===== config.mk =====
export PLATFORM = sky130hd
export DESIGN_NAME = phy_frame_sequencer
export DESIGN_NICKNAME = d
export VERILOG_FILES = /design/src/hw/frame_seq_pkg.sv /design/src/hw/phy_frame_sequencer.sv
export SDC_FILE = /design/constraint.sdc
export NUM_CORES = 1
export LEC_CHECK = 0
export BUFFER_PORTS_ARGS = -buffer_cell sky130_fd_sc_hd__buf_2
export CAP_MARGIN = 30
export CORE_MARGIN = 10
export CORE_UTILIZATION = 56
export CTS_CLUSTER_DIAMETER = 120
export DETAILED_ROUTE_END_ITERATION = 10
export HOLD_SLACK_MARGIN = 0.02
export PLACE_DENSITY = 0.86
export SYNTH_ARGS = -nofsm -noshare
export SYNTH_HDL_FRONTEND = slang
export SYNTH_SLANG_ARGS = --single-unit

===== constraint.sdc =====
create_clock -name mclk -period 5.3 [get_ports mclk]
set_input_delay 1.59 -clock mclk [delete_from_list [all_inputs] [get_ports mclk]]
set_output_delay 1.59 -clock mclk [all_outputs]
set_load 0.05 [all_outputs]

===== src/hw/frame_seq_pkg.sv =====
// Constants, field positions and state codes for the physical-layer frame sequencer.
package frame_seq_pkg;
    // Discovery-mode narrow-band preamble length in symbols.
    localparam int NB_SYMBOLS      = 163839;
    // Default preamble section lengths, in symbols; sync per device type, channel estimation shared.
    localparam int SYNC_LEN_TYPE_A = 64;
    localparam int SYNC_LEN_TYPE_B = 32;
    localparam int CE_LEN_DEFAULT  = 16;
    // Header geometry.
    localparam int FIXED_HDR_BITS  = 24;
    localparam int MAC_HDR_OCTETS  = 10;
    localparam int HCS_BITS        = 16;
    localparam int PARITY_BITS     = 128;
    localparam int CNT_W           = 18;
    // Check value generator.
    localparam logic [15:0] HCS_POLY   = 16'h1021;
    localparam logic [15:0] HCS_PRESET = 16'hFFFF;
    // Fixed header field positions; every other bit is zero.
    localparam int FH_SEED_LO = 1;
    localparam int FH_INVERT  = 3;
    localparam int FH_ATIF    = 5;
    localparam int FH_CP_LO   = 7;
    localparam int FH_CPN_LO  = 10;
    localparam int FH_NSEG_LO = 13;
    localparam int FH_NMSDU_LO = 19;
    // Sequencer states, Gray-coded along the frame order.
    typedef enum logic [3:0] {
        ST_IDLE  = 4'h0,
        ST_NBAND = 4'h1,
        ST_SYNC  = 4'h3,
        ST_CHEST = 4'h2,
        ST_HDR   = 4'h6,
        ST_HCS   = 4'h7,
        ST_PAR   = 4'h5,
        ST_PAY   = 4'h4,
        ST_ATS   = 4'hC
    } seq_state_e;
endpackage


===== src/hw/phy_frame_sequencer.sv =====
// Transmit frame sequencer: preamble, header, segmented payload, antenna training, power modes.
//
// Overview of operation
// - Components leave strictly as preamble, header, payload if any, then training if any.
// - The preamble is a narrow-band section in discovery mode, then a synchronisation sequence, then a channel estimation sequence.
// - The header stage sends the physical header, MAC header, check value and parity slots.
// - A payload holds one or more consecutive segments, and header-only frames are allowed.
// - The antenna training sequence, when requested, is always the last component.
// - All device types share one structure and differ only in parameters such as preamble.
// - In discovery mode the narrow-band preamble section lasts exactly 163839 symbols.
// - For a purely real sample stream only the real converter path is enabled.
// - In active mode a beacon window is opened in every superframe except the one at which a hibernation begins.
// - In hibernation no transmission happens until the hibernation span of superframes ends.
// - The check value is a CRC-16 (x16+x12+x5+1), preset to ones, complemented, pre-scramble.
// - Payload octets are sent least-significant bit first.
// - The 24-bit fixed physical header drives all unassigned bits to zero.
`timescale 1ns/1ps
module phy_frame_sequencer #(
    parameter int NB_LEN   = frame_seq_pkg::NB_SYMBOLS,
    parameter int SYNC_A   = frame_seq_pkg::SYNC_LEN_TYPE_A,
    parameter int SYNC_B   = frame_seq_pkg::SYNC_LEN_TYPE_B,
    parameter int CE_LEN   = frame_seq_pkg::CE_LEN_DEFAULT,
    parameter int MAC_OCT  = frame_seq_pkg::MAC_HDR_OCTETS
) (
    input  wire logic                 mclk,
    input  wire logic                 nrst,
    input  wire logic                 frame_req,
    input  wire logic                 dev_type_b,
    input  wire logic                 discovery,
    input  wire logic                 real_stream,
    input  wire logic [1:0]           scr_seed,
    input  wire logic                 invert_bits,
    input  wire logic [1:0]           cp_len,
    input  wire logic [1:0]           cp_len_next,
    input  wire logic [4:0]           seg_count,
    input  wire logic [4:0]           msdu_count,
    input  wire logic [15:0]          seg_octets,
    input  wire logic                 ats_req,
    input  wire logic [15:0]          ats_len,
    input  wire logic [8*MAC_OCT-1:0] mac_hdr,
    input  wire logic                 pay_valid,
    input  wire logic [7:0]           pay_data,
    output logic                      pay_ready,
    input  wire logic                 sf_tick,
    input  wire logic                 hib_req,
    input  wire logic [7:0]           hib_span,
    output logic                      sym_valid,
    output logic                      sym_bit,
    output logic [3:0]                sym_comp,
    output logic                      busy,
    output logic                      dac_re_en,
    output logic                      dac_im_en,
    output logic                      beacon_win,
    output logic                      hibernating
);
    import frame_seq_pkg::*;

    localparam int HDR_W = FIXED_HDR_BITS + 8 * MAC_OCT;

    // Refuses lengths that the symbol counter or the header register cannot hold.
    if (NB_LEN < 1 || NB_LEN >= (1 << CNT_W) || SYNC_A < 1 || SYNC_A >= (1 << CNT_W)
        || SYNC_B < 1 || SYNC_B >= (1 << CNT_W) || CE_LEN < 1 || CE_LEN >= (1 << CNT_W)
        || MAC_OCT < 1 || HDR_W >= (1 << CNT_W)) begin : g_bad_params
        $error("phy_frame_sequencer: unsupported parameter values");
    end

    // Builds the fixed physical header with reserved bits at zero.
    function automatic logic [FIXED_HDR_BITS-1:0] fixed_hdr(
        input logic [1:0] seed, input logic inv, input logic atif, input logic [1:0] cp,
        input logic [1:0] cpn, input logic [4:0] nseg, input logic [4:0] nmsdu);
        logic [FIXED_HDR_BITS-1:0] h;
        h = '0;
        h[FH_SEED_LO +: 2]  = seed;
        h[FH_INVERT]        = inv;
        h[FH_ATIF]          = atif;
        h[FH_CP_LO +: 2]    = cp;
        h[FH_CPN_LO +: 2]   = cpn;
        h[FH_NSEG_LO +: 5]  = nseg;
        h[FH_NMSDU_LO +: 5] = nmsdu;
        return h;
    endfunction

    // Advances the check value register by one transmitted bit.
    function automatic logic [15:0] hcs_step(input logic [15:0] c, input logic b);
        return {c[14:0], 1'b0} ^ ((c[15] ^ b) ? HCS_POLY : 16'h0000);
    endfunction

    seq_state_e        state_r, state_nxt;
    logic [CNT_W-1:0]  cnt_r, cnt_nxt;
    logic [HDR_W-1:0]  hdr_r, hdr_nxt;
    logic [15:0]       crc_r, crc_nxt;
    logic [15:0]       seglen_r, seglen_nxt, atslen_r, atslen_nxt;
    logic [4:0]        segs_r, segs_nxt;
    logic              ats_r, ats_nxt, typeb_r, typeb_nxt, real_r, real_nxt;
    logic [7:0]        byte_r, byte_nxt;
    logic [2:0]        bitn_r, bitn_nxt;
    logic              have_r, have_nxt, pay_ready_nxt;
    logic [15:0]       octs_r, octs_nxt;
    logic [15:0]       lfsr_r, lfsr_nxt;
    logic              sym_valid_nxt, sym_bit_nxt, busy_nxt;
    logic [7:0]        hib_cnt_r, hib_cnt_nxt;
    logic              hib_r, hib_nxt, beacon_nxt;
    logic [CNT_W-1:0]  sync_last;

    // Next frame and power state; one symbol per cycle except payload bubbles.
    always_comb begin
        state_nxt     = state_r;
        cnt_nxt       = cnt_r;
        hdr_nxt       = hdr_r;
        crc_nxt       = crc_r;
        seglen_nxt    = seglen_r;
        atslen_nxt    = atslen_r;
        segs_nxt      = segs_r;
        ats_nxt       = ats_r;
        typeb_nxt     = typeb_r;
        real_nxt      = real_r;
        byte_nxt      = byte_r;
        bitn_nxt      = bitn_r;
        have_nxt      = have_r;
        octs_nxt      = octs_r;
        lfsr_nxt      = {lfsr_r[14:0], lfsr_r[15] ^ lfsr_r[13] ^ lfsr_r[12] ^ lfsr_r[10]};
        sym_valid_nxt = 1'b1;
        sym_bit_nxt   = 1'b0;
        hib_cnt_nxt   = hib_cnt_r;
        hib_nxt       = hib_r;
        beacon_nxt    = 1'b0;
        sync_last     = typeb_r ? CNT_W'(SYNC_B - 1) : CNT_W'(SYNC_A - 1);
        unique case (state_r)
            ST_IDLE: begin
                sym_valid_nxt = 1'b0;
                // Requests are taken only in idle and never while hibernating.
                if (frame_req && !hib_r) begin
                    hdr_nxt    = {mac_hdr, fixed_hdr(scr_seed, invert_bits, ats_req, cp_len,
                                   cp_len_next, seg_count, msdu_count)};
                    segs_nxt   = seg_count;
                    seglen_nxt = seg_octets;
                    ats_nxt    = ats_req && (ats_len != 16'h0000);
                    atslen_nxt = ats_len;
                    typeb_nxt  = dev_type_b;
                    real_nxt   = real_stream;
                    crc_nxt    = HCS_PRESET;
                    cnt_nxt    = '0;
                    state_nxt  = discovery ? ST_NBAND : ST_SYNC;
                end
            end
            ST_NBAND: begin
                sym_bit_nxt = lfsr_r[0];
                cnt_nxt     = cnt_r + 1'b1;
                if (cnt_r == CNT_W'(NB_LEN - 1)) begin
                    cnt_nxt   = '0;
                    state_nxt = ST_SYNC;
                end
            end
            ST_SYNC: begin
                sym_bit_nxt = typeb_r ? ~lfsr_r[0] : lfsr_r[0];
                cnt_nxt     = cnt_r + 1'b1;
                if (cnt_r == sync_last) begin
                    cnt_nxt   = '0;
                    state_nxt = ST_CHEST;
                end
            end
            ST_CHEST: begin
                sym_bit_nxt = cnt_r[0];
                cnt_nxt     = cnt_r + 1'b1;
                if (cnt_r == CNT_W'(CE_LEN - 1)) begin
                    cnt_nxt   = '0;
                    state_nxt = ST_HDR;
                end
            end
            ST_HDR: begin
                // Fixed header then MAC header, each LSB first, folded into the check value.
                sym_bit_nxt = hdr_r[0];
                crc_nxt     = hcs_step(crc_r, hdr_r[0]);
                hdr_nxt     = {1'b0, hdr_r[HDR_W-1:1]};
                cnt_nxt     = cnt_r + 1'b1;
                if (cnt_r == CNT_W'(HDR_W - 1)) begin
                    cnt_nxt   = '0;
                    state_nxt = ST_HCS;
                end
            end
            ST_HCS: begin
                sym_bit_nxt = ~crc_r[15];
                crc_nxt     = {crc_r[14:0], 1'b1};
                cnt_nxt     = cnt_r + 1'b1;
                if (cnt_r == CNT_W'(HCS_BITS - 1)) begin
                    cnt_nxt   = '0;
                    state_nxt = ST_PAR;
                end
            end
            ST_PAR: begin
                // Parity slots are zero here; the block encoder downstream fills them.
                cnt_nxt = cnt_r + 1'b1;
                if (cnt_r == CNT_W'(PARITY_BITS - 1)) begin
                    cnt_nxt   = '0;
                    octs_nxt  = '0;
                    state_nxt = (segs_r != 5'd0 && seglen_r != 16'h0000) ? ST_PAY
                              : (ats_r ? ST_ATS : ST_IDLE);
                end
            end
            ST_PAY: begin
                sym_valid_nxt = have_r;
                if (pay_ready && pay_valid) begin
                    byte_nxt = pay_data;
                    have_nxt = 1'b1;
                    bitn_nxt = 3'd0;
                end else if (have_r) begin
                    sym_bit_nxt = byte_r[0];
                    byte_nxt    = {1'b0, byte_r[7:1]};
                    bitn_nxt    = bitn_r + 3'd1;
                    if (bitn_r == 3'd7) begin
                        have_nxt = 1'b0;
                        octs_nxt = octs_r + 16'd1;
                        if (octs_r == seglen_r - 16'd1) begin
                            octs_nxt = '0;
                            segs_nxt = segs_r - 5'd1;
                            if (segs_r == 5'd1) begin
                                state_nxt = ats_r ? ST_ATS : ST_IDLE;
                            end
                        end
                    end
                end
            end
            ST_ATS: begin
                sym_bit_nxt = lfsr_r[1];
                cnt_nxt     = cnt_r + 1'b1;
                if (cnt_r == CNT_W'(atslen_r) - 1'b1) begin
                    cnt_nxt   = '0;
                    state_nxt = ST_IDLE;
                end
            end
            default: begin
                sym_valid_nxt = 1'b0;
                state_nxt     = ST_IDLE;
            end
        endcase
        // Busy is launched from the same state as each symbol, so it covers exactly the frame.
        busy_nxt      = (state_r != ST_IDLE);
        pay_ready_nxt = (state_nxt == ST_PAY) && !have_nxt && !(pay_ready && pay_valid);
        // Power modes advance on each superframe start.
        if (sf_tick) begin
            if (hib_r) begin
                hib_cnt_nxt = hib_cnt_r - 8'd1;
                if (hib_cnt_r == 8'd1) begin
                    hib_nxt = 1'b0;
                end
            end else if (hib_req && hib_span != 8'h00 && state_r == ST_IDLE && !frame_req) begin
                hib_nxt     = 1'b1;
                hib_cnt_nxt = hib_span;
            end else begin
                beacon_nxt = 1'b1;
            end
        end
    end

    // Registers the sequencer and power state.
    always_ff @(posedge mclk or negedge nrst) begin
        if (!nrst) begin
            state_r     <= ST_IDLE;
            cnt_r       <= '0;
            hdr_r       <= '0;
            crc_r       <= HCS_PRESET;
            seglen_r    <= '0;
            atslen_r    <= '0;
            segs_r      <= '0;
            ats_r       <= 1'b0;
            typeb_r     <= 1'b0;
            real_r      <= 1'b0;
            byte_r      <= '0;
            bitn_r      <= '0;
            have_r      <= 1'b0;
            octs_r      <= '0;
            lfsr_r      <= 16'hACE1;
            pay_ready   <= 1'b0;
            sym_valid   <= 1'b0;
            sym_bit     <= 1'b0;
            sym_comp    <= ST_IDLE;
            busy        <= 1'b0;
            dac_re_en   <= 1'b0;
            dac_im_en   <= 1'b0;
            hib_cnt_r   <= '0;
            hib_r       <= 1'b0;
            hibernating <= 1'b0;
            beacon_win  <= 1'b0;
        end else begin
            state_r     <= state_nxt;
            cnt_r       <= cnt_nxt;
            hdr_r       <= hdr_nxt;
            crc_r       <= crc_nxt;
            seglen_r    <= seglen_nxt;
            atslen_r    <= atslen_nxt;
            segs_r      <= segs_nxt;
            ats_r       <= ats_nxt;
            typeb_r     <= typeb_nxt;
            real_r      <= real_nxt;
            byte_r      <= byte_nxt;
            bitn_r      <= bitn_nxt;
            have_r      <= have_nxt;
            octs_r      <= octs_nxt;
            lfsr_r      <= lfsr_nxt;
            pay_ready   <= pay_ready_nxt;
            sym_valid   <= sym_valid_nxt && (state_r != ST_IDLE);
            sym_bit     <= sym_bit_nxt;
            sym_comp    <= state_r;
            busy        <= busy_nxt;
            dac_re_en   <= busy_nxt;
            dac_im_en   <= busy_nxt && !real_r;
            hib_cnt_r   <= hib_cnt_nxt;
            hib_r       <= hib_nxt;
            hibernating <= hib_nxt;
            beacon_win  <= beacon_nxt;
        end
    end

    // Checks on the sequencing and power behaviour.
    a_order_after_par: assert property (@(posedge mclk) disable iff (!nrst)
        (state_r == ST_PAR && state_nxt != ST_PAR) |-> state_nxt != ST_HDR)
        else $error("component order broken after parity");
    a_sync_to_chest: assert property (@(posedge mclk) disable iff (!nrst)
        (state_r == ST_SYNC && state_nxt == ST_CHEST) |-> cnt_r == sync_last)
        else $error("sync section length wrong");
    a_hdr_follows_ce: assert property (@(posedge mclk) disable iff (!nrst)
        (state_r == ST_CHEST && state_nxt != ST_CHEST) |-> state_nxt == ST_HDR)
        else $error("header does not follow preamble");
    a_ats_is_last: assert property (@(posedge mclk) disable iff (!nrst)
        (state_r == ST_ATS && state_nxt != ST_ATS) |-> state_nxt == ST_IDLE)
        else $error("component after training sequence");
    a_nband_length: assert property (@(posedge mclk) disable iff (!nrst)
        (state_r == ST_NBAND && state_nxt == ST_SYNC) |-> cnt_r == CNT_W'(NB_LEN - 1))
        else $error("narrow-band section length wrong");
    a_imag_off_real: assert property (@(posedge mclk) disable iff (!nrst)
        (busy && real_r) |-> !dac_im_en)
        else $error("imaginary path enabled for real stream");
    a_no_tx_hibernate: assert property (@(posedge mclk) disable iff (!nrst)
        (hibernating && state_r == ST_IDLE) |=> state_r == ST_IDLE)
        else $error("frame started while hibernating");
    a_beacon_active: assert property (@(posedge mclk) disable iff (!nrst)
        (sf_tick && !hibernating && !(hib_req && hib_span != 8'h00 && state_r == ST_IDLE
         && !frame_req)) |=> beacon_win)
        else $error("beacon window missed in active mode");
    a_payload_lsb: assert property (@(posedge mclk) disable iff (!nrst)
        (state_r == ST_PAY && have_r && !(pay_ready && pay_valid)) |=> sym_bit == $past(byte_r[0]))
        else $error("payload bit order wrong");
    a_busy_span: assert property (@(posedge mclk) disable iff (!nrst)
        $rose(busy) |-> $past(state_r) != ST_IDLE && $past(state_r, 2) == ST_IDLE
        && $past(frame_req, 2) && !$past(hibernating, 2))
        else $error("busy rose without a taken request");
    a_busy_symbols: assert property (@(posedge mclk) disable iff (!nrst)
        sym_valid |-> busy)
        else $error("symbol emitted while not busy");
endmodule // phy_frame_sequencer


==> impl_metrics.py <==
metrics = {
    "sta": {
        "rsz0062_at_grt": "false",
        "fin_crit_sh_pct": 63.2,
        "fmax_ghz": 0.298,
        "skew_ns": 0.0128,
        "period_minus_slack_ns": 3.35,
        "finalHoldWorstSlack_ns": 0.346,
        "worst_pin_slew_ns": 1.03,
        "relSlewSlack_pct": 30.7,
        "setup_tns_ns": 0,
        "drv_slew": 0,
        "hold_violations": 0,
        "setup_viol": 0,
    },
    "setup_path": {
        "crit_fanout": 60,
        "worstSetupStartpointType": "flop",
        "worst-endpoint-required_ns": 5.74,
        "end_kind": "flop",
        "path_class": "reg -> reg",
        "cp.arrival_ns": 3.79,
    },
    "synth": {
        "synthTopCellsByArea": "dfrtp_1, nor2_1, nand2_1",
        "ys_ff_latch": 245,
        "yosysTopAreaCellShare_pct": 45.5,
        "synthFlopType": "dfrtp_1",
        "syn_avg_cell_area_um2": 8.95,
        "synthArstFlopShare_pct": 100,
        "syn_nets": 1524,
        "synth_cell_type_count": 78,
        "yosys_warnings": 0,
        "synth_area_um2": 12200,
        "synth-edff-count": 0,
        "seq_area_frac_synth_pct": 50.7,
        "synth_top_cell_by_area": "dfrtp_1",
        "synth_cells": 1358,
    },
    "finish": {
        "fillers": 1688,
        "layout-drive-gt1-share_pct": 17.6,
        "synthToLayoutAreaGrowth_pct": 14.5,
        "fin_cells": 1771,
        "design_area_um2": 13900,
        "finalNetCount": 1642,
        "multi_input_area_um2": 5540,
        "seq_area_um2": 6160,
        "antenna_cells": 0,
    },
    "grt": {
        "use_met3_pct": 4.68,
        "grtUsageTotal_pct": 21.0,
        "first_global_vias": 10300,
        "grt_pass1_wl_um": 51000,
        "top_usage_layer": "met2",
        "grt_max_degree": 135,
        "overflow": 0,
        "grt.met2_usage_pct": 32.9,
        "gr-usage-met1_pct": 29.0,
        "antenna_found_initial": 2,
    },
    "cts": {
        "htree_levels": 1,
        "clkTransAtPathRegs_ns": 0.06,
        "cts-buffers-inserted": 26,
        "cts_tree": "done",
        "cts_setup_buffers": 0,
        "clk_latency_ns": 0.52,
        "cts_root_buf": "clkbuf_16",
        "cts.repair.resized": 0,
        "cts_num_sinks": 245,
        "hold_buffers": 0,
        "clockBufferDepth": 3,
    },
    "routing": {
        "vias": 10500,
        "drc": 1,
        "dr.pass1.iters": 9,
        "ant_nets": 0,
        "via_per_inst": 5.92,
        "wl_um": 30800,
        "wire_per_inst_um": 17.4,
        "drt_iter0_markers": 1042,
    },
    "placement": {
        "place.gp.congestion": 0.924,
        "hpwl_um": 21200,
        "placement.io_buffers": 166,
        "dp_cells": 1722,
        "dpl-instance-area_um2": 13100,
    },
    "pwr": {
        "vdd.ir_drop.worst_mv": 0.462,
        "power.density_nw_per_um2": 556,
        "total_power_w": 0.00775,
        "leakage_nw": 6.30,
    },
    "floorplan": {
        "io_pins": 167,
        "start_util_pct": 57.3,
        "die_w_um": 167,
        "core_area_um2": 21200,
        "die_height_um": 167,
        "fp.dieArea_um2": 28000,
        "rows": 53,
    },
    "status": {
        "status": "finished, violations left",
        "violations": "DRC",
    },
    "flow_run": {
        "maxCapViolations": 0,
    },
    "hold_path": {
        "hold_path_class": "reg -> reg",
    },
}
[final timing paths]
path / startpoint / endpoint / slack [ns] / depth (start not counted)
min reg2reg: lfsr_r[6] / lfsr_r[7] / 0.35 / 0
max: state_r[1] / hdr_r[77] / 1.95 / 7
max in group asynchronous: nrst / hdr_r[75] / 3.09 / 2
max reg2reg: state_r[1] / hdr_r[77] / 1.95 / 7
min: lfsr_r[6] / lfsr_r[7] / 0.35 / 0
min in group asynchronous: nrst / cnt_r[9] / 1.15 / 1
[per-layer routing]
| metal | part of all wire, % | wire length [um] |
|---|---|---|
| met1 | 44 | 13400 |
| met2 | 46 | 14200 |
| met3 | 8.4 | 2570 |
| met4 | 1.9 | 585 |
| met5 | 0.068 | 21 |
[cell families (layout without fill, tap and decap cells)]
kind of cell               count (synthesis)  in the layout  share of synthesized area [%]
AOI/OAI and AO/OA                        263            263                           14.0
xor gates and xnor gates                  55             55                           4.08
adders and majority gates                 11             11                           1.13
buffers and inverters                    110            248                           3.94
DFF                                      245            245                           50.7
muxes                                     22             22                           1.84
and+or+nand+nor                          652            652                           24.4
[final cells by class]
cell class                 count  area share, %
clock buffer                  40           5.63
clock inverter                 8          0.422
inverter                      23          0.620
multi-input combinational   1003           39.8
sequential                   245           44.2
tap                          275           2.47
timing repair buffer         177           6.79
[power by group]
group          internal [W]  switching (W)
clock network       0.00102       0.000741
registers           0.00260       0.000643
logic               0.00109        0.00165
total               0.00472        0.00303
[synthesized netlist by cell type (all sizes together), types with 3 or more instances]
cell type and n:
and2 6, nand2 207, o22ai 78, nand3 39
mux2i 19, nor4b 5, or3 11, nor4 24
nor2b 14, nand3b 3, xor2 18, o41ai 4
a211oi 3, nor3b 4, a31oi 31, a22oi 4
clkbuf 62, or4 3, nor3 46, a21o 9
a22o 12, xnor2 36, buf 25, nand4 12
dfrtp 221, o211ai 4, and4b 3, ha 11
mux2 3, o21ai 49, nor2 239, dfstp 24
nand2b 8, inv 23, and3 18, a21oi 37
o31ai 5
[layout by cell type (no fill, tap or decap), types with 8 or more instances in the layout]
cell type,netlist,routed
nor2b_1,14,14
a22o_1,12,12
nor3_1,45,44
xnor2_1,36,36
nand4_1,11,11
nand3_1,39,38
dfstp_2,24,24
nor4_1,22,22
inv_1,23,23
nor2_1,238,238
and3_1,17,17
mux2i_1,19,19
xor2_1,18,18
o22ai_1,78,78
a21o_1,9,9
a21oi_1,37,37
nand2_1,207,206
or3_1,11,11
dfrtp_1,221,221
ha_1,11,11
a31oi_1,31,31
clkbuf_16,0,27
o21ai_0,44,44
buf_2,5,165
buf_4,4,8
[state kept, by name (all words and copies together), names as in the netlist, 3 cells and up]
name	flops
octs_r	16
cnt_r	18
state_r	4
atslen_r	16
hdr_r	104
segs_r	5
hib_cnt_r	8
byte_r	8
bitn_r	3
lfsr_r	16
sym_comp	4
seglen_r	16
crc_r	16
[metrics by stage]
stage | utilization [%] | setup WS [ns]
after global placement | 61.6 | 1.91
after CTS | 65.6 | 1.86
final | 65.6 | 1.95
after floorplan | - | 2.24
after global routing | 65.6 | 1.61
after detailed placement | 61.6 | 1.88
[worst max-delay path, stage by stage, from the launching register on]
cell	delay, ns
dfrtp_1	0.60
nor2b_1	0.29
and2_1	0.65
nand2b_4	0.50
nand2_2	0.63
buf_4	0.36
nor2_1	0.08
nor2_1	0.11
Power figures use the tool's default switching activity.
